`config.mk`:
```
export PLATFORM = sky130hd
export DESIGN_NAME = amip_bank
export DESIGN_NICKNAME = d
export VERILOG_FILES = /design/src/amip_pkg.sv /design/src/amip_bank.sv
export SDC_FILE = /design/constraint.sdc
export NUM_CORES = 1
export LEC_CHECK = 0
export ABC_AREA = 0
export BUFFER_PORTS_ARGS = -buffer_cell sky130_fd_sc_hd__buf_2
export CAP_MARGIN = 10
export CORE_MARGIN = 2
export CORE_UTILIZATION = 25
export DETAILED_ROUTE_END_ITERATION = 6
export GPL_ROUTABILITY_DRIVEN = 0
export MAX_ROUTING_LAYER = met4
export PLACE_DENSITY = 0.38
export SLEW_MARGIN = 30
export SYNTH_ARGS = -nofsm -noshare
export SYNTH_HDL_FRONTEND = slang
export SYNTH_SLANG_ARGS = --single-unit
```
`constraint.sdc`:
```
create_clock -name pclk -period 13 [get_ports pclk]
set_input_delay 1.3 -clock pclk [delete_from_list [all_inputs] [get_ports pclk]]
set_output_delay 1.3 -clock pclk [all_outputs]
set_load 0.01 [all_outputs]
```
`src/amip_pkg.sv`:
```
// constants, carrier types and register map of the motion parameter bank
// ****************************************************************
// Summary of operation
// RQ1 - high-g level weight doubles with each range
// RQ2 - select bit picks slow-motion or no-motion
// RQ3 - slow-motion after duration plus one samples above
// RQ4 - no-motion after quiet delay in seconds
// RQ5 - any-motion after duration plus one samples above
// RQ6 - any-motion level compares sample-to-sample slope
// RQ7 - stillness level compares sample-to-sample slope
// RQ8 - quiet period 30 ms or 20 ms
// RQ9 - shock period 50 ms or 75 ms
// RQ10 - double-knock window from eight-entry table
// RQ11 - low-power knock sample count 2 to 16
// RQ12 - knock level weight doubles with each range
// RQ13 - tilt hysteresis 62.5 mg in any range
// RQ14 - tilt blocking by code, g and stability
// RQ15 - tilt mode code picks threshold shape
// RQ16 - up/down change raises tilt event when enabled
// RQ17 - tilt blocking angle passed to tilt engine
// RQ18 - flat angle passed to flat detector
// RQ19 - new values apply from next sample
// ****************************************************************
package amip_pkg;
	// ************************************************************
	// register map (printed offsets are word indices)
	// ************************************************************
	localparam int         ADDR_W         = 8;   // apb byte address width
	localparam logic [5:0] IDX_HIGH_LVL   = 6'h26;
	localparam logic [5:0] IDX_MOT_DUR    = 6'h27;
	localparam logic [5:0] IDX_ANY_LVL    = 6'h28;
	localparam logic [5:0] IDX_STILL_LVL  = 6'h29;
	localparam logic [5:0] IDX_KNOCK_TIME = 6'h2A;
	localparam logic [5:0] IDX_KNOCK_LVL  = 6'h2B;
	localparam logic [5:0] IDX_TILT_HB    = 6'h2C;
	localparam logic [5:0] IDX_TILT_UD    = 6'h2D;
	localparam logic [5:0] IDX_FLAT_ANG   = 6'h2E;
	localparam logic [5:0] IDX_CTRL       = 6'h3A;
	localparam logic [5:0] IDX_STATUS     = 6'h3B;
	localparam logic [5:0] IDX_MASK       = 6'h3C;
	// ************************************************************
	// reset values and writable bits
	// ************************************************************
	localparam logic [7:0] RST_HIGH_LVL   = 8'hC0;
	localparam logic [7:0] RST_MOT_DUR    = 8'h00;
	localparam logic [7:0] RST_ANY_LVL    = 8'h14;
	localparam logic [7:0] RST_STILL_LVL  = 8'h14;
	localparam logic [7:0] RST_KNOCK_TIME = 8'h04;
	localparam logic [7:0] RST_KNOCK_LVL  = 8'h0A;
	localparam logic [7:0] RST_TILT_HB    = 8'h18;
	localparam logic [7:0] RST_TILT_UD    = 8'h48;
	localparam logic [7:0] RST_FLAT_ANG   = 8'h08;
	localparam logic [7:0] MSK_KNOCK_TIME = 8'hC7;
	localparam logic [7:0] MSK_KNOCK_LVL  = 8'hDF;
	localparam logic [7:0] MSK_TILT_HB    = 8'h7F;
	localparam logic [7:0] MSK_SIX_BITS   = 8'h3F;
	localparam logic [7:0] MSK_CTRL       = 8'h07;
	localparam logic [7:0] MSK_EVENTS     = 8'h0F;
	// ************************************************************
	// field positions
	// ************************************************************
	localparam int CTRL_RANGE_LO = 0;     // range code, 2 bits
	localparam int CTRL_STILL_NM = 2;     // 1 no-motion, 0 slow-motion
	localparam int EV_HIGH       = 0;     // status / mask bits
	localparam int EV_ANY        = 1;
	localparam int EV_STILL      = 2;
	localparam int EV_TILT       = 3;
	localparam int KT_QUIET      = 7;
	localparam int KT_SHOCK      = 6;
	localparam int KL_SAMP_LO    = 6;
	localparam int TU_UD_EN      = 6;
	// ************************************************************
	// level weights in data lsb (12-bit sample, range scaled)
	// ************************************************************
	localparam int          SH_SLOPE  = 2;         // 3.91 mg per lsb at 2g
	localparam int          SH_HIGH   = 3;         // 7.81 mg per lsb at 2g
	localparam int          SH_KNOCK  = 6;         // 62.5 mg per lsb at 2g
	localparam int          SH_HYST   = 6;         // 62.5 mg per lsb at 2g
	localparam logic [15:0] G_1P5_2G  = 16'h0600;  // 1.5 g at 2g range
	localparam logic [15:0] G_0P2_2G  = 16'h00CD;  // 0.2 g at 2g range
	localparam logic [15:0] G_0P4_2G  = 16'h019A;  // 0.4 g at 2g range
	// ************************************************************
	// times in milliseconds
	// ************************************************************
	localparam int QUIET_LONG_MS  = 30;
	localparam int QUIET_SHORT_MS = 20;
	localparam int SHOCK_SHORT_MS = 50;
	localparam int SHOCK_LONG_MS  = 75;
	localparam int TILT_STABLE_MS = 100;
	localparam int MS_PER_S       = 1000;
	// ************************************************************
	// carrier types
	// ************************************************************
	typedef enum logic [2:0] {
		AMIP_TILT_SYM  = 3'b001,
		AMIP_TILT_HIGH = 3'b010,
		AMIP_TILT_LOW  = 3'b100
	} amip_tilt_mode_e;

	typedef struct packed {
		logic               valid;  // one-cycle sample strobe
		logic signed [11:0] x;
		logic signed [11:0] y;
		logic signed [11:0] z;
	} amip_sample_s;

	typedef struct packed {
		logic [15:0] quiet;    // samples
		logic [15:0] shock;    // samples
		logic [15:0] window;   // samples
		logic [4:0]  wake_n;   // samples after wake-up
		logic [15:0] level;    // data lsb
	} amip_knock_s;

	typedef struct packed {
		amip_tilt_mode_e mode;
		logic [15:0]     hyst;   // data lsb
		logic [5:0]      theta;
		logic [5:0]      flat;
		logic            block;  // g / slope / stability blocking
	} amip_tilt_s;
endpackage

```
`src/amip_bank.sv`:
```
// motion parameter bank with apb slave, detectors and interrupt
`timescale 1ns/100ps
module amip_bank #(
	parameter int SAMPLE_HZ = 100,    // evaluated samples per second
	parameter int CNT_W     = 24      // sample counter width
) (
	input  wire logic                     pclk,
	input  wire logic                     presetn,
	input  wire logic                     clk_en,
	input  wire logic                     psel,
	input  wire logic                     penable,
	input  wire logic                     pwrite,
	input  wire logic [amip_pkg::ADDR_W-1:0] paddr,
	input  wire logic [31:0]              pwdata,
	output logic [31:0]                   prdata,
	output logic                          pready,
	output logic                          pslverr,
	input  wire amip_pkg::amip_sample_s   sample,
	input  wire logic [2:0]               orient_code,
	output logic                          irq,
	output amip_pkg::amip_knock_s         knock_cfg,
	output amip_pkg::amip_tilt_s          tilt_cfg
);
	import amip_pkg::*;

	// ************************************************************
	// parameter check
	// ************************************************************
	if (SAMPLE_HZ < 1 || SAMPLE_HZ > 4000 || CNT_W < 20 || CNT_W > 31) begin : g_chk
		$error("amip_bank: SAMPLE_HZ or CNT_W out of range");
	end

	// ************************************************************
	// state
	// ************************************************************
	typedef struct packed {
		logic [7:0]         high_lvl;     // high_g_level_cfg
		logic [7:0]         mot_dur;      // motion_duration_cfg
		logic [7:0]         any_lvl;      // anymotion_level_cfg
		logic [7:0]         still_lvl;    // stillness_level_cfg
		logic [7:0]         knock_time;   // knock_timing_cfg
		logic [7:0]         knock_lvl;    // knock_level_cfg
		logic [7:0]         tilt_hb;      // tilt_hysteresis_block_cfg
		logic [7:0]         tilt_ud;      // tilt_updown_angle_cfg
		logic [7:0]         flat_ang;     // level_angle_cfg
		logic [7:0]         ctrl;         // range and stillness select
		logic [7:0]         stat;         // sticky events
		logic [7:0]         mask;         // interrupt mask
		logic [31:0]        rdata;        // read data
		logic               have_prev;    // previous sample stored
		logic signed [11:0] px;
		logic signed [11:0] py;
		logic signed [11:0] pz;
		logic [1:0]         any_run;      // consecutive any-motion samples
		logic [1:0]         slow_run;     // consecutive slow-motion samples
		logic [CNT_W-1:0]   still_cnt;    // quiet samples
		logic [2:0]         orient_prev;  // last orientation code
		logic [CNT_W-1:0]   stable_cnt;   // samples orientation unchanged
		amip_knock_s        knock;
		amip_tilt_s         tilt;
	} amip_state_s;

	// reset image of the whole state
	function automatic amip_state_s init_state();
		amip_state_s s;
		s = '0;
		s.high_lvl   = RST_HIGH_LVL;
		s.mot_dur    = RST_MOT_DUR;
		s.any_lvl    = RST_ANY_LVL;
		s.still_lvl  = RST_STILL_LVL;
		s.knock_time = RST_KNOCK_TIME;
		s.knock_lvl  = RST_KNOCK_LVL;
		s.tilt_hb    = RST_TILT_HB;
		s.tilt_ud    = RST_TILT_UD;
		s.flat_ang   = RST_FLAT_ANG;
		s.tilt.mode  = AMIP_TILT_SYM;
		return s;
	endfunction

	localparam amip_state_s RST_STATE = init_state();

	amip_state_s q;   // registered state
	amip_state_s d;   // next state

	// ************************************************************
	// helpers
	// ************************************************************
	// milliseconds to samples, at least one
	function automatic logic [15:0] ms_to_smp(input int ms);
		int n;
		n = (ms * SAMPLE_HZ) / MS_PER_S;
		if (n < 1) begin
			n = 1;
		end
		return n[15:0];
	endfunction

	// magnitude of a 13-bit signed value
	function automatic logic [15:0] mag(input logic signed [12:0] v);
		logic [12:0] m;
		m = v[12] ? 13'(-v) : 13'(v);
		return {3'h0, m};
	endfunction

	// field value weighted into data lsb
	function automatic logic [15:0] weigh(input logic [7:0] v, input int sh);
		return 16'({8'h00, v} << sh);
	endfunction

	// range-dependent constant in data lsb of the selected range
	function automatic logic [15:0] by_range(input logic [15:0] v, input logic [1:0] r);
		return v >> r;
	endfunction

	// double-knock window in ms
	function automatic int win_ms(input logic [2:0] c);
		case (c)
			3'h0:    return 50;
			3'h1:    return 100;
			3'h2:    return 150;
			3'h3:    return 200;
			3'h4:    return 250;
			3'h5:    return 375;
			3'h6:    return 500;
			default: return 700;
		endcase
	endfunction

	// no-motion delay in seconds
	function automatic logic [8:0] still_s(input logic [5:0] c);
		if (c[5]) begin
			return 9'({4'h0, c[4:0]} * 9'd8 + 9'd88);
		end else if (c[4]) begin
			return 9'({5'h0, c[3:0]} * 9'd4 + 9'd20);
		end else begin
			return 9'({5'h0, c[3:0]} + 9'd1);
		end
	endfunction

	// ************************************************************
	// combinational next state
	// ************************************************************
	logic             acc;        // apb access phase, clock enabled
	logic             setup;      // apb setup phase
	logic             mapped;     // address hits a register
	logic [5:0]       idx;        // word index
	logic [7:0]       wb;         // write byte
	logic [7:0]       rb;         // read byte
	logic [7:0]       ev;         // events of this cycle
	logic [1:0]       rng;        // range code
	logic [15:0]      sx;         // slope per axis
	logic [15:0]      sy;
	logic [15:0]      sz;
	logic [15:0]      smax;       // largest slope
	logic [15:0]      amax;       // largest magnitude
	logic [CNT_W-1:0] still_tgt;  // no-motion target in samples
	logic [CNT_W-1:0] stab_tgt;   // stable orientation target

	always_comb begin
		d      = q;
		ev     = 8'h00;
		idx    = paddr[ADDR_W-1:2];
		wb     = pwdata[7:0];
		rng    = q.ctrl[CTRL_RANGE_LO +: 2];
		setup  = psel & ~penable;
		acc    = psel & penable & clk_en;
		mapped = (paddr[1:0] == 2'h0) &&
			((idx >= IDX_HIGH_LVL && idx <= IDX_FLAT_ANG) ||
			 (idx >= IDX_CTRL && idx <= IDX_MASK));
		// slope and magnitude of the present sample
		sx   = mag(13'(sample.x) - 13'(q.px));
		sy   = mag(13'(sample.y) - 13'(q.py));
		sz   = mag(13'(sample.z) - 13'(q.pz));
		smax = (sx > sy) ? sx : sy;
		smax = (sz > smax) ? sz : smax;
		amax = (mag(13'(sample.x)) > mag(13'(sample.y))) ? mag(13'(sample.x))
			: mag(13'(sample.y));
		amax = (mag(13'(sample.z)) > amax) ? mag(13'(sample.z)) : amax;
		still_tgt = CNT_W'(still_s(q.mot_dur[7:2]) * SAMPLE_HZ);  // [RQ4]
		stab_tgt  = CNT_W'(ms_to_smp(TILT_STABLE_MS));

		// read mux
		unique case (idx)
			IDX_HIGH_LVL:   rb = q.high_lvl;
			IDX_MOT_DUR:    rb = q.mot_dur;
			IDX_ANY_LVL:    rb = q.any_lvl;
			IDX_STILL_LVL:  rb = q.still_lvl;
			IDX_KNOCK_TIME: rb = q.knock_time;
			IDX_KNOCK_LVL:  rb = q.knock_lvl;
			IDX_TILT_HB:    rb = q.tilt_hb;
			IDX_TILT_UD:    rb = q.tilt_ud;
			IDX_FLAT_ANG:   rb = q.flat_ang;
			IDX_CTRL:       rb = q.ctrl;
			IDX_STATUS:     rb = q.stat;
			IDX_MASK:       rb = q.mask;
			default:        rb = 8'h00;
		endcase
		// read data captured in setup, stands through access
		if (setup) begin
			d.rdata = {24'h0, mapped ? rb : 8'h00};
		end

		// register writes take effect at the access edge; detectors
		// read the new value from the next sample on [RQ19]
		if (acc && pwrite && mapped) begin
			unique case (idx)
				IDX_HIGH_LVL:   d.high_lvl   = wb;
				IDX_MOT_DUR:    d.mot_dur    = wb;
				IDX_ANY_LVL:    d.any_lvl    = wb;
				IDX_STILL_LVL:  d.still_lvl  = wb;
				IDX_KNOCK_TIME: d.knock_time = wb & MSK_KNOCK_TIME;
				IDX_KNOCK_LVL:  d.knock_lvl  = wb & MSK_KNOCK_LVL;
				IDX_TILT_HB:    d.tilt_hb    = wb & MSK_TILT_HB;
				IDX_TILT_UD:    d.tilt_ud    = wb & MSK_TILT_HB;
				IDX_FLAT_ANG:   d.flat_ang   = wb & MSK_SIX_BITS;
				IDX_CTRL:       d.ctrl       = wb & MSK_CTRL;
				IDX_MASK:       d.mask       = wb & MSK_EVENTS;
				default:        d.mask       = q.mask;
			endcase
		end

		// sample evaluation
		if (sample.valid) begin
			d.px        = sample.x;
			d.py        = sample.y;
			d.pz        = sample.z;
			d.have_prev = 1'b1;
			// high-g: any axis above weighted level [RQ1]
			if (amax > weigh(q.high_lvl, SH_HIGH)) begin
				ev[EV_HIGH] = 1'b1;
			end
			if (q.have_prev) begin
				// any-motion: slope above level, duration plus one in a row [RQ6]
				if (smax > weigh(q.any_lvl, SH_SLOPE)) begin
					if (q.any_run >= q.mot_dur[1:0]) begin
						ev[EV_ANY] = 1'b1;  // [RQ5]
					end else begin
						d.any_run = q.any_run + 2'h1;
					end
				end else begin
					d.any_run = 2'h0;
				end
				// stillness detector, mode by select bit [RQ2]
				if (!q.ctrl[CTRL_STILL_NM]) begin
					d.still_cnt = '0;
					if (smax > weigh(q.still_lvl, SH_SLOPE)) begin  // [RQ7]
						if (q.slow_run >= q.mot_dur[3:2]) begin
							ev[EV_STILL] = 1'b1;  // [RQ3]
						end else begin
							d.slow_run = q.slow_run + 2'h1;
						end
					end else begin
						d.slow_run = 2'h0;
					end
				end else begin
					d.slow_run = 2'h0;
					if (smax > weigh(q.still_lvl, SH_SLOPE)) begin  // [RQ7]
						d.still_cnt = '0;
					end else if (q.still_cnt + 1'b1 == still_tgt) begin
						ev[EV_STILL] = 1'b1;  // [RQ4]
						d.still_cnt  = q.still_cnt + 1'b1;
					end else if (q.still_cnt < still_tgt) begin
						d.still_cnt = q.still_cnt + 1'b1;
					end
				end
			end
			// orientation stability count
			if (orient_code != q.orient_prev) begin
				d.stable_cnt = '0;
			end else if (q.stable_cnt < stab_tgt) begin
				d.stable_cnt = q.stable_cnt + 1'b1;
			end
			// blocking apart from the theta angle [RQ14]
			unique case (q.tilt_hb[3:2])
				2'h0: d.tilt.block = 1'b0;
				2'h1: d.tilt.block = amax > by_range(G_1P5_2G, rng);
				2'h2: d.tilt.block = amax > by_range(G_1P5_2G, rng) ||
					(q.have_prev && smax > by_range(G_0P2_2G, rng));
				default: d.tilt.block = amax > by_range(G_1P5_2G, rng) ||
					(q.have_prev && smax > by_range(G_0P4_2G, rng)) ||
					(q.stable_cnt < stab_tgt);
			endcase
		end

		// orientation change event; up/down bit only when enabled; none
		// before the first sample, so reset leaves no false change
		d.orient_prev = orient_code;
		if (q.have_prev && (orient_code[1:0] != q.orient_prev[1:0] ||
			(q.tilt_ud[TU_UD_EN] && orient_code[2] != q.orient_prev[2]))) begin
			ev[EV_TILT] = 1'b1;  // [RQ16]
		end

		// sticky status: a read clears, an event in the same cycle wins
		if (acc && !pwrite && mapped && idx == IDX_STATUS) begin
			d.stat = ev;
		end else begin
			d.stat = q.stat | ev;
		end

		// decoded knock parameters
		d.knock.quiet  = ms_to_smp(q.knock_time[KT_QUIET] ? QUIET_SHORT_MS
			: QUIET_LONG_MS);  // [RQ8]
		d.knock.shock  = ms_to_smp(q.knock_time[KT_SHOCK] ? SHOCK_LONG_MS
			: SHOCK_SHORT_MS);  // [RQ9]
		d.knock.window = ms_to_smp(win_ms(q.knock_time[2:0]));  // [RQ10]
		d.knock.wake_n = 5'(5'h2 << q.knock_lvl[KL_SAMP_LO +: 2]);  // [RQ11]
		d.knock.level  = weigh({4'h0, q.knock_lvl[3:0]}, SH_KNOCK);  // [RQ12]

		// decoded tilt and flat parameters
		d.tilt.hyst  = by_range(weigh({5'h00, q.tilt_hb[6:4]}, SH_HYST), rng);  // [RQ13]
		d.tilt.theta = q.tilt_ud[5:0];   // [RQ17]
		d.tilt.flat  = q.flat_ang[5:0];  // [RQ18]
		unique case (q.tilt_hb[1:0])
			2'h1:    d.tilt.mode = AMIP_TILT_HIGH;  // [RQ15]
			2'h2:    d.tilt.mode = AMIP_TILT_LOW;   // [RQ15]
			default: d.tilt.mode = AMIP_TILT_SYM;   // [RQ15]
		endcase
	end

	// ************************************************************
	// state register
	// ************************************************************
	always_ff @(posedge pclk or negedge presetn) begin
		if (!presetn) begin
			q <= RST_STATE;
		end else if (clk_en) begin
			q <= d;
		end
	end

	// ************************************************************
	// outputs
	// ************************************************************
	assign prdata    = q.rdata;
	assign pready    = clk_en;
	assign pslverr   = psel & penable & ~mapped;
	assign irq       = |(q.stat & q.mask);
	assign knock_cfg = q.knock;
	assign tilt_cfg  = q.tilt;
endmodule

```
---- Word level (Yosys, flattened, before mapping) ----
Index checks and enable logic that the tools add are counted.
storage, ports and cells
  output and inout bits ................... 136
  bits of input ports ..................... 86
  logic and storage cells ................. 202
  register bits after elaboration ......... 268
cells by class
  bitwise gates (word level) .............. 8
  multiplexer cells ....................... 44
  divide/modulo/power cells ............... 3
  multiply operators ...................... 4
  reduce and logical (&&, ||, !) cells .... 40
  magnitude comparators ................... 21
  shift operators ......................... 5
  eq/ne operators ......................... 29
  add/subtract/negate cells ............... 16
operators by type and width
  operator                                                                        count
  13-bit two-way mux                                                              10
  24-bit two-way mux                                                              5
  32-bit by 11-bit divider with 32-bit output (second input constant)             3
  32-bit by 2-bit less-than comparator with 1-bit output (second input constant)  3
  8-bit case mux with 12 select lines                                             1
  6-bit == test (second input constant)                                           12
  10-bit case mux with 7 select lines                                             1
  13-bit > comparator                                                             4
  24-bit by 1-bit adder with 24-bit output (second input constant)                2
  13-bit by 16-bit > comparator with 1-bit output                                 3
  16-bit two-way mux                                                              3
  12-bit negation with 13-bit output                                              3
  13-bit negation                                                                 3
  12-bit by 12-bit subtractor with 13-bit output                                  3
  3-bit AND reduction                                                             12
  32-bit by 6-bit multiplier with 30-bit output (second input constant)           1
  13-bit by 10-bit > comparator with 1-bit output                                 2
  26-bit two-way mux                                                              1
  24-bit by 16-bit == test with 1-bit output                                      1
  24-bit by 16-bit less-than comparator with 1-bit output                         1
  24-bit by 4-bit less-than comparator with 1-bit output (second input constant)  1
  8-bit two-way mux                                                               2
  11-bit by 2-bit right shift with 16-bit output (first input constant)           1
  8-bit by 2-bit right shift with 16-bit output (first input constant)            1
  46 further kinds                                                                91

---- Longest topological paths before layout ----
Gate-level depths: netlist of the first run.
  depth after elaboration ................. 14
  gate-level depth with buffers ........... 65
  mapped depth without buffers ............ 61

---- Worst setup path after synthesis of the first run ----
No wires, ideal clock.
  path type ............................... input port to flip-flop
  start point ............................. input sample[12] (netlist name)
  end point ............................... register q[133] (netlist name)
  setup slack ............................. 2,319 ps
  cell stages on the path ................. 61
  setup time .............................. 110 ps
  path buffers ............................ 5
  required time ........................... 12,890 ps
  arrival ................................. 10,571 ps
  path through ............................ inv_1 > ha_1 > inv_1 > fa_1 > a21o_1 > a21oi_1 > o21ai_0 > a21oi_1 > o21ai_0 > a21oi_1 > o21ai_0 > a21oi_1 > nand2b_1 > a31oi_1 > clkbuf_1 > nor2_1 > xor2_1 > inv_1 > (+25 left out) > o21ai_0 > ha_1 > nor2b_1 > o21ai_0 > nand2b_1 > a21oi_1 > nor2b_1 > o21ai_0 > nand2b_1 > a21oi_1 > nor2b_1 > o32a_1 > a211oi_1 > a21oi_1 > nor2_1 > clkbuf_1 > o21ai_0 > o41ai_1
on the way
  word-level cells in the longest chain between the ends .. 10
  elaborated cells on any way between the ends .. 12
  classes of those cells .................. add/sub: 2; order compare: 3; eq/ne: 1; mux: 5; reduce/logical: 1
RTL lines
  item                                                                                                            RTL line          source
  from (decl)                                                                                                     amip_bank.sv:18   input wire amip_pkg::amip_sample_s sample,
  12-bit by 12-bit subtractor with 13-bit output (*)                                                              amip_bank.sv:172  sy = mag(13'(sample.y) - 13'(q.py));
  13-bit negation                                                                                                 amip_bank.sv:101  m = v[12] ? 13'(-v) : 13'(v);
  13-bit two-way mux (*)                                                                                          amip_bank.sv:101
  13-bit > comparator                                                                                             amip_bank.sv:174  smax = (sx > sy) ? sx : sy;
  13-bit two-way mux (*)                                                                                          amip_bank.sv:174
  13-bit > comparator                                                                                             amip_bank.sv:175  smax = (sz > smax) ? sz : smax;
  13-bit two-way mux (*)                                                                                          amip_bank.sv:175
  13-bit by 10-bit > comparator with 1-bit output (*)                                                             amip_bank.sv:257  if (smax > weigh(q.still_lvl, SH_SLOPE)) begin
  4-bit by 1-bit inequality test with 1-bit output (no source line) / 24-bit two-way mux (equally long branches)  -
  4-bit AND reduction (no source line) / 26-bit two-way mux (equally long branches)                               -
  to (signal assigned)                                                                                            amip_bank.sv:325  q <= RST_STATE;
  to (signal assigned)                                                                                            amip_bank.sv:327  q <= d;
  to (decl)                                                                                                       amip_bank.sv:82   amip_state_s q;
Every way passes the cells marked *; elsewhere a longest branch is shown, timed or not.
A chain may end at the register's enable or synchronous reset.

---- Worst setup path after layout of the first run ----
  start point ............................. input sample[12] (netlist name)
  end point ............................... register q, in the netlist tilt_cfg[0]
on the way
  word-level cells in the longest chain between the ends .. 12
  elaborated cells on any way between the ends .. 22
  classes of those cells .................. add/sub: 3; order compare: 7; mux: 7; reduce/logical: 5
RTL lines
  item                                             RTL line          source
  12-bit by 12-bit subtractor with 13-bit output   amip_bank.sv:172
  13-bit negation                                  amip_bank.sv:101
  13-bit two-way mux                               amip_bank.sv:101
  13-bit > comparator                              amip_bank.sv:174
  13-bit two-way mux                               amip_bank.sv:174
  13-bit > comparator                              amip_bank.sv:175
  13-bit two-way mux                               amip_bank.sv:175
  13-bit by 16-bit > comparator with 1-bit output  amip_bank.sv:280  (q.have_prev && smax > by_range(G_0P4_2G, rng)) ||
  1-bit logical AND                                amip_bank.sv:280
  1-bit logical OR                                 amip_bank.sv:279  default: d.tilt.block = amax > by_range(G_1P5_2G, rng) ||
  1-bit logical OR                                 amip_bank.sv:280
  1-bit case mux with 3 select lines (*)           amip_bank.sv:274  unique case (q.tilt_hb[3:2])
Marked as above.

==> impl_results.md, run 1 <==
- Largest net degree at the start of global routing: 90
- Seq cells post-synth: 217
- Status: finished clean
- CTS tree: built
- EDFF count, synth: 0
- Avg Vias per Cell: 4.856
- Number of global-route vias before repair: 16,780
- Data required, critical path: 13,450 ps
- Maximum VDD drop: 0.0001388 V
- Hold Crit Class: flop to flop
- Starting Density: 0.2518
- Critical path's slowest cell: o21ai_0
- Clock sink count: 217
- Final worst path period share: 0.8852
- Syn_area_per_cell: 8.696 um2
- Post-CTS Setup Repair Bufs: 0
- Least-Margin Pin Slew: 849.6 ps
- Wire per inst: 17.72 um
- Synth warn: 0
- DP Worst Slack: 788.9 ps
- First-pass GRT wire length: 98,300 um
- R2r worst-path depth: 56
- Hold path depth: 2
- Cts repair resizes: 0
- Synth top area share: 0.2457
- Rows: 105
- Final Setup Violations: 0
- Slew Limit Fails: 0
- Sequential-to-total area share from yosys stat: 0.2648
- Synth top area cells: dfrtp_1, ha_1, mux2_2
- Synth area leader: dfrtp_1
- Crit start category: primary input
- Drt first pass iters: 5
- Gr usage total: 0.1494
- Drt drc: 0
- R2r setup slk: 2130 ps
- P_leak: 0.01056 uW
- Cell Area, Synth: 20,570 um2
- Crit end category: flop
- Synth unique cells: 99
- Max clock buf depth: 3
- Hold EP: q[169]$_DFFE_PN0P_
- Post-synth ARST share: 1.000
- Max_slew headroom: 0.4247
- Post-synth top flop: dfrtp_1
- Final Worst Setup Slack: 1492 ps
- Power density over the cells: 144.4 nW/um2
- RSZ-0062 raised after global routing: no
- Gr ovfl total: 0
- Most frequent cell on the critical path: o21ai_0
- Synth-to-layout area growth: 10.43%
- Io pins: 222
- Root Driver: clkbuf_16
- Max cap viols: 0
- Nets@finish: 2,741
- Vias post-DR: 17,110
- Number of H-tree levels: 1
- Crit Path Category: primary input to flop
- Final WL: 62,430 um
- Maximum fanout along the worst path: 18
- Antenna violations before repair: 9
- Core area: 81,720 um2
- Worst min-delay path startpoint: q[169]$_DFFE_PN0P_
- Die X: 290.9 um
- Post-layout util: 0.2780
- Hpwl dp: 49,090 um
- Tot Pwr: 3280 uW
- Most numerous cell in the Yosys netlist: ha_1
- Die Y: 290.9 um
- Worst r2r src: q[168]$_DFFE_PN0P_
- Die Footprint: 84,610 um2
- Final Hold Vio Count: 0
- R2R Path End: tilt_cfg[0]$_DFFE_PN0P_
- Worst Skew: 33.37 ps
- Mapped Cells: 2,366
- I/O Buffers: 116
- Final TNS setup: 0 ps
- Fmax: 86.89 MHz
- Final min period: 11,510 ps
- CTS Hold Bufs: 0
- Worst path arrival time: 11,960 ps
- Ratio of cells with drive above 1 in the final layout: 0.1592
- Clock Latency Late Sink: 600 ps
- CP max stage delay: 510 ps
- Final ANT Viol Nets: 0
- Commonest cells in the netlist: ha_1, dfrtp_1, inv_1
- Reg clk slew, reported paths: 60 ps
- Num CTS Buffers: 29
- Iter 0 DRT Violations: 927
-- critical path: cells and delay by family --
kind / cells / cell delay, ps
compound gates: 30 / 5820
xor+xnor: 1 / 270
fa+ha+maj: 5 / 1520
buf+inv: 6 / 1060
simple gates: 16 / 2010
-- state kept, by name (all words and copies together), names as in the netlist --
name,flops
d,16
knock_cfg,20
prdata,8
q,151
tilt_cfg,22
-- how the worst max path moves through the flow --
stage,startpoint,end,slack [ps]
after floorplan,sample[12],q[133]$_DFFE_PN0P_,2320
after global placement,sample[12],tilt_cfg[0]$_DFFE_PN0P_,710
after detailed placement,sample[12],tilt_cfg[0]$_DFFE_PN0P_,790
after CTS,sample[12],tilt_cfg[0]$_DFFE_PN0P_,1390
after global routing,sample[12],tilt_cfg[0]$_DFFE_PN0P_,50
final,sample[12],tilt_cfg[0]$_DFFE_PN0P_,1490
-- final cells by class --
cell class	count	area [um2]
Tap cell	1070	1339
Fill cell	8873	59000
Clock buffer	44	832.0
Timing Repair Buffer	136	757.0
Clock inverter	10	106.4
Inverter	180	675.6
Antenna cell	9	22.52
Multi-Input combinational cell	1857	13540
Sequential cell	217	5449
-- cell usage in the layout, fill, tap and decap left out, types with 9 or more instances in the layout --
master,count
or3_1,11
or2_2,12
mux2i_1,25
and3_1,30
nand2_1,155
o21ai_0,153
dfstp_2,15
nor3_1,42
o31ai_1,32
nand3_1,56
xor2_1,46
nand4_1,37
buf_2,115
nor4_1,19
fa_1,11
inv_1,178
a22oi_1,15
clkbuf_16,29
nand2b_1,46
conb_1,89
xnor2_1,90
o211ai_1,10
and2_1,19
nor2b_1,43
a21boi_0,14
diode_2,9
o21a_1,18
dfrtp_1,202
a31oi_1,16
a21oi_1,128
a21o_1,32
ha_1,223
nor2_1,161
nor3b_1,16
mux2_2,134
buf_4,18
a22o_1,9
clkbuf_1,10
-- where the power goes --
| group | switching, uW | total (uW) | internal (uW) |
|---|---|---|---|
| Clock | 335 | 798 | 463 |
| Sequential | 11.0 | 707 | 696 |
| Combinational | 1050 | 1770 | 725 |
-- cells by family after synthesis --
logic type               synth area share
AO/OA/AOI/OAI                      0.1765
XOR/XNOR                          0.06106
AND/OR/NAND/NOR                    0.1684
other                           0.0003650
flip-flops                         0.2648
buffers and inverters             0.09414
adder cells (fa/ha/maj)            0.1463
multiplexers                      0.08842
-- per-stage QoR --
step	area [um2]	hold WS, ps	instances
6_report	22720	482.7	3523
5_1_grt	22720	515.4	3523
4_1_cts	22680	481.1	3514
3_5_place_dp	21740	470.2	3460
3_3_place_gp	21740	466.9	3460
2_1_floorplan	20900	437.2	2453
-- metal layers --
layer | GRT usage | routed length, um
met5 | - | 0
met3 | 0.02588 | 2960
met2 | 0.2311 | 28180
met4 | 0.03715 | 1338
met1 | 0.2017 | 29960
(Power assumes the default switching activity.)
==> inputs of run 2 (changes only) <==
RECOVER_POWER = 50   (was unset)
==> impl_results.md, run 2 (synthesis results as in run 1) <==
- Die Footprint: 84,610 um2 (unchanged)
- Power density over the cells: 144.5 nW/um2 (was 144.4 nW/um2)
- Clk pwr share: 0.243 (about the same)
- Number of global-route vias before repair: 16,780 (unchanged)
- I/O Buffers: 116 (unchanged)
- Switching power total: 1396 uW (about the same)
- Clock Latency Late Sink: 600 ps (about the same)
- Final Hold Vio Count: 0 (unchanged)
- Vias post-DR: 17,130 (was 17,110)
- Final WL: 62,490 um (was 62,430 um)
- Drt first pass iters: 5 (unchanged)
- DP Cell Count: 3,460 (unchanged)
- Reg clk slew, reported paths: 60 ps (about the same)
- Hold path depth: 2 (unchanged)
- Num CTS Buffers: 29 (unchanged)
- Largest Register: q (unchanged)
- Gr usage total: 0.1494 (unchanged)
- Worst path arrival time: 11,960 ps (about the same)
- Most frequent cells in the layout: ha_1, dfrtp_1, inv_1 (unchanged)
- Most frequent cell on the critical path: o21ai_0 (unchanged)
- Core area: 81,720 um2 (unchanged)
- Fmax: 86.89 MHz (about the same)
- CP max stage delay: 510 ps (about the same)
- Cell-internal power: 1883 uW (was 1884 uW)
- Worst r2r src: q[168]$_DFFE_PN0P_ (unchanged)
- Critical path's slowest cell: o21ai_0 (unchanged)
- Avg Vias per Cell: 4.861 (was 4.856)
- Worst min-delay path startpoint: q[169]$_DFFE_PN0P_ (unchanged)
- Ratio of cells with drive above 1 in the final layout: 0.1571 (was 0.1592)
- Clock sink count: 217 (unchanged)
- Final worst path period share: 0.8853 (was 0.8852)
- Final Setup Violations: 0 (unchanged)
- Io pins: 222 (unchanged)
- Non-filler cells, final: 3,524 (was 3,523)
- Worst Skew: 33.26 ps (was 33.37 ps)
- Tot Pwr: 3279 uW (was 3280 uW)
- Synth-to-layout area growth: 10.30% (was 10.43%)
- Post-CTS Setup Repair Bufs: 0 (unchanged)
- Final TNS setup: 0 ps (unchanged)
- Max reg flops: 151 (unchanged)
- Antenna violations before repair: 9 (unchanged)
- Hpwl dp: 49,090 um (unchanged)
- First-pass GRT wire length: 98,300 um (unchanged)
- Max clock buf depth: 3 (unchanged)
- RSZ-0062 raised after global routing: no (unchanged)
- Crit end category: flop (unchanged)
- Switching power share of the total: 0.4258 (was 0.4257)
- Drt drc: 0 (unchanged)
- Crit start category: primary input (unchanged)
- Maximum VDD drop: 0.0001387 V (was 0.0001388 V)
- Crit Path Category: primary input to flop (unchanged)
- Rows: 105 (unchanged)
- Starting Density: 0.2518 (unchanged)
- Slew Limit Fails: 288 (was 0)
- R2r setup slk: 2130 ps (about the same)
- Status: finished, violations left (was finished clean)
- Max_slew headroom: -2.632 (was 0.4247)
- Commonest non-fill, non-tap cell in the layout: ha_1 (unchanged)
- Data required, critical path: 13,450 ps (about the same)
- Hold Crit Class: flop to flop (unchanged)
- Largest net degree at the start of global routing: 90 (unchanged)
- R2r worst-path depth: 56 (unchanged)
- Least-Margin Pin Slew: 5449 ps (was 849.6 ps)
- R2R Path End: tilt_cfg[0]$_DFFE_PN0P_ (unchanged)
- Violated checks: capacitance limit, slew limit
- Final ANT Viol Nets: 0 (unchanged)
- Gr ovfl total: 0 (unchanged)
- Iter 0 DRT Violations: 928 (was 927)
- Number of H-tree levels: 1 (unchanged)
- Hold EP: q[169]$_DFFE_PN0P_ (unchanged)
- Max cap viols: 5 (was 0)
- Wire per inst: 17.73 um (was 17.72 um)
- Cts repair resizes: 0 (unchanged)
- Comb power frac: 0.541 (about the same)
- Final min period: 11,510 ps (about the same)
- CTS tree: built (unchanged)
- Maximum fanout along the worst path: 18 (unchanged)
- P_leak: 0.01054 uW (was 0.01056 uW)
- Reg power frac: 0.216 (about the same)
- Die X: 290.9 um (unchanged)
- Nets@finish: 2,741 (unchanged)
- Die Y: 290.9 um (unchanged)
- CTS Hold Bufs: 0 (unchanged)
- Root Driver: clkbuf_16 (unchanged)
## run 2: metrics by stage
stage               cell area [um2]  hold WS [ps]    util  setup WS (ps)
global placement              21740         466.9  0.2661          709.4
global route                  22690         515.4  0.2777          51.88
floorplan                     20900         437.2       -           2319
finish                        22690         482.7  0.2777           1492
detailed placement            21740         470.2  0.2661          788.9
CTS                           22680         481.1  0.2775           1391
## run 2: power groups by stage
stage               Sequential [uW]  Clock [uW]  Combinational (uW)
detailed placement              719           0                1760
CTS                             707         835                1780
finish                          707         798                1770
floorplan                       716           0                1240
global placement                718           0                1720
global route                    710         865                2020
## run 2: worst max-delay path by stage
stage	startpoint	to	slack, ps
2_1_floorplan	sample[12]	q[133]$_DFFE_PN0P_	2320
3_3_place_gp	sample[12]	tilt_cfg[0]$_DFFE_PN0P_	710
3_5_place_dp	sample[12]	tilt_cfg[0]$_DFFE_PN0P_	790
4_1_cts	sample[12]	tilt_cfg[0]$_DFFE_PN0P_	1390
5_1_grt	sample[12]	tilt_cfg[0]$_DFFE_PN0P_	50
6_report	sample[12]	tilt_cfg[0]$_DFFE_PN0P_	1490
## run 2: layer usage
layer | GRT usage | routed length (um) | vias to the layer above
met5 | - | 0 | -
met4 | 0.03715 | 1336 | 0
met3 | 0.02588 | 2969 | 78
met2 | 0.2311 | 28270 | 357
met1 | 0.2017 | 29920 | 8325
li1 | - | - | 8370
## run 2: layout make-up
cell class	instances	area (um2)
Antenna cell	10	25.02
Clock buffer	44	832.0
Clock inverter	10	106.4
Fill cell	8877	59020
Inverter	180	675.6
Multi-Input combinational cell	1857	13540
Sequential cell	217	5449
Tap cell	1070	1339
Timing Repair Buffer	136	726.9
## run 2: critical path: cells and delay by family
family	cells	cell delay [ps]
and+or+nand+nor	16	2010
AOI/OAI and AO/OA	30	5820
adders and majority gates	5	1520
buffers and inverters	6	1060
xor gates and xnor gates	1	270
==> inputs of run 3 (changes only) <==
==> constraint.sdc (replaced) <==
create_clock -name pclk -period 13 [get_ports pclk]
set_input_delay 3.25 -clock pclk [delete_from_list [all_inputs] [get_ports pclk]]
set_output_delay 3.25 -clock pclk [all_outputs]
set_load 0.01 [all_outputs]
==> impl_results.md, run 3 (synthesis results as in run 1) <==
- Crit path launch: sample[12] (unchanged)
- Final min period: 12,140 ps (was 11,510 ps)
- Io pins: 222 (unchanged)
- Comb power frac: 0.543 (was 0.541)
- CTS tree: built (unchanged)
- Critical path's slowest cell: or3b_2 (was o21ai_0)
- Largest Register: q (unchanged)
- Worst r2r src: q[283]$_DFFE_PN1P_ (was q[168]$_DFFE_PN0P_)
- CTS Hold Bufs: 0 (unchanged)
- Worst path top cell family by delay: compound AO/OA/AOI/OAI gates (unchanged)
- Final WL: 62,610 um (was 62,490 um)
- Power density over the cells: 150.0 nW/um2 (was 144.5 nW/um2)
- Root Driver: clkbuf_16 (unchanged)
- Largest net degree at the start of global routing: 91 (was 90)
- Stages on worst setup path: 62 (was 58)
- Max cap viols: 4 (was 5)
- Drt first pass iters: 6 (was 5)
- Synth-to-layout area growth: 11.84% (was 10.30%)
- Clock Latency Late Sink: 610 ps (was 600 ps)
- Most frequent cells in the layout: ha_1, dfrtp_1, inv_1 (unchanged)
- Crit Path Category: primary input to flop (unchanged)
- Worst Skew: 28.49 ps (was 33.26 ps)
- Core area: 81,720 um2 (unchanged)
- Gr usage total: 0.1487 (was 0.1494)
- Bufs and invs on worst path: 8 (was 6)
- Antenna violations before repair: 9 (unchanged)
- Maximum fanout along the worst path: 14 (was 18)
- Clk pwr share: 0.253 (was 0.243)
- Avg Vias per Cell: 4.787 (was 4.861)
- Cell-internal power: 2019 uW (was 1883 uW)
- Crit end category: flop (unchanged)
- First-pass GRT wire length: 97,580 um (was 98,300 um)
- Die X: 290.9 um (unchanged)
- Max reg flops: 151 (unchanged)
- Commonest non-fill, non-tap cell in the layout: ha_1 (unchanged)
- Drt drc: 0 (unchanged)
- Most frequent cell on the critical path: a21oi_1 (was o21ai_0)
- Die Footprint: 84,610 um2 (unchanged)
- Final ANT Viol Nets: 0 (unchanged)
- Maximum VDD drop: 0.0001434 V (was 0.0001387 V)
- Rows: 105 (unchanged)
- Clock sink count: 217 (unchanged)
- Num CTS Buffers: 30 (was 29)
- CP endpoint: q[153]$_DFFE_PN0P_ (was tilt_cfg[0]$_DFFE_PN0P_)
- Number of global-route vias before repair: 16,550 (was 16,780)
- Final hold slack: 477.3 ps (was 482.7 ps)
- Max_slew headroom: -2.540 (was -2.632)
- Nets@finish: 2,764 (was 2,741)
- Final Setup Violations: 0 (unchanged)
- I/O Buffers: 116 (unchanged)
- Fmax: 82.39 MHz (was 86.89 MHz)
- Violated checks: capacitance limit, slew limit (unchanged)
- Reg clk slew, reported paths: 50 ps (was 60 ps)
- Final worst path period share: 0.9336 (was 0.8853)
- R2r setup slk: 3310 ps (was 2130 ps)
- Switching power share of the total: 0.4151 (was 0.4258)
- P_leak: 0.01072 uW (was 0.01054 uW)
- Non-filler cells, final: 3,547 (was 3,524)
- Least-Margin Pin Slew: 5311 ps (was 5449 ps)
- Die Y: 290.9 um (unchanged)
- Worst path arrival time: 12,640 ps (was 11,960 ps)
- Status: finished, violations left (unchanged)
- Wire per inst: 17.65 um (was 17.73 um)
- Hold Crit Class: flop to flop (unchanged)
- Fillcell total: 8,779 (was 8,877)
- Number of H-tree levels: 1 (unchanged)
- DP Cell Count: 3,477 (was 3,460)
- Reg power frac: 0.205 (was 0.216)
- Slew Limit Fails: 267 (was 288)
- Register area: 5449 um2 (unchanged)
- R2r worst-path depth: 29 (was 56)
- Data required, critical path: 13,500 ps (was 13,450 ps)
- Hpwl dp: 49,550 um (was 49,090 um)
- Vias post-DR: 16,980 (was 17,130)
- Iter 0 DRT Violations: 988 (was 928)
- Starting Density: 0.2518 (unchanged)
- Ratio of cells with drive above 1 in the final layout: 0.1722 (was 0.1571)
- Max clock buf depth: 3 (unchanged)
- Crit start category: primary input (unchanged)
- Switching power total: 1433 uW (was 1396 uW)
- Post-layout util: 0.2816 (was 0.2777)
- Gr ovfl total: 0 (unchanged)
- R2R Path End: knock_cfg[22]$_DFFE_PN0P_ (was tilt_cfg[0]$_DFFE_PN0P_)
- Final Hold Vio Count: 0 (unchanged)
- CP max stage delay: 460 ps (was 510 ps)
- Multi-input logic area: 13,590 um2 (was 13,540 um2)
- RSZ-0062 raised after global routing: no (unchanged)
[run 3: repair_timing]
| action | in CTS | in global routing |
|---|---|---|
| resized for setup | 0 | 15 |
| endpoints found under the setup margin | 0 | 31 |
| setup buffers | 0 | 5 |
[run 3: worst min path at each step]
stage	startpoint	to	cells past startpoint
2_1_floorplan	q[288]$_DFFE_PN0P_	knock_cfg[53]$_DFFE_PN0P_	1
3_3_place_gp	q[153]$_DFFE_PN0P_	q[153]$_DFFE_PN0P_	1
3_5_place_dp	q[153]$_DFFE_PN0P_	q[153]$_DFFE_PN0P_	1
4_1_cts	q[153]$_DFFE_PN0P_	q[153]$_DFFE_PN0P_	1
5_1_grt	q[183]$_DFFE_PN0P_	q[183]$_DFFE_PN0P_	1
6_report	q[153]$_DFFE_PN0P_	q[153]$_DFFE_PN0P_	1
[run 3: layer usage]
metal	GRT usage	part of all wire
met5	-	0
met4	0.03311	0.023
met3	0.02451	0.048
met2	0.2323	0.45
met1	0.2011	0.48
[run 3: cell type report]
cell class                 count  share of cell area
clock buffer                  37             0.03507
multi-input combinational   1857              0.5905
tap                         1070             0.05818
sequential                   217              0.2368
timing repair buffer         158             0.03877
clock inverter                19             0.01039
antenna                        9           0.0009787
inverter                     180             0.02936
[run 3: worst reg2reg max path, delay by kind of cell, from the launching register on]
kind / cells / cell delay [ps]
AOI/OAI and AO/OA: 12 / 3750
and+or+nand+nor: 8 / 2180
adders and majority gates: 5 / 1580
DFF: 1 / 750
xor gates and xnor gates: 2 / 670
muxes: 1 / 350
buffers and inverters: 1 / 270
[run 3: power by group through the flow]
stage          Sequential, uW  Clock [uW]  Combinational [uW]
2_1_floorplan             716           0                1240
3_3_place_gp              718           0                1790
3_5_place_dp              719           0                1810
4_1_cts                   707         909                1820
5_1_grt                   710         930                2150
6_report                  707         872                1870
[run 3: through the flow]
| step | setup TNS, ps | total power, uW | cell area, um2 | setup slack, ps |
|---|---|---|---|---|
| after floorplan | 0 | 1951 | 20900 | 369.0 |
| after global placement | -609.0 | 2508 | 21870 | -69.14 |
| after detailed placement | -1443 | 2532 | 21870 | -109.2 |
| after CTS | 0 | 3440 | 22910 | 506.7 |
| after global routing | 0 | 3790 | 23010 | 59.15 |
| final | 0 | 3453 | 23010 | 862.8 |
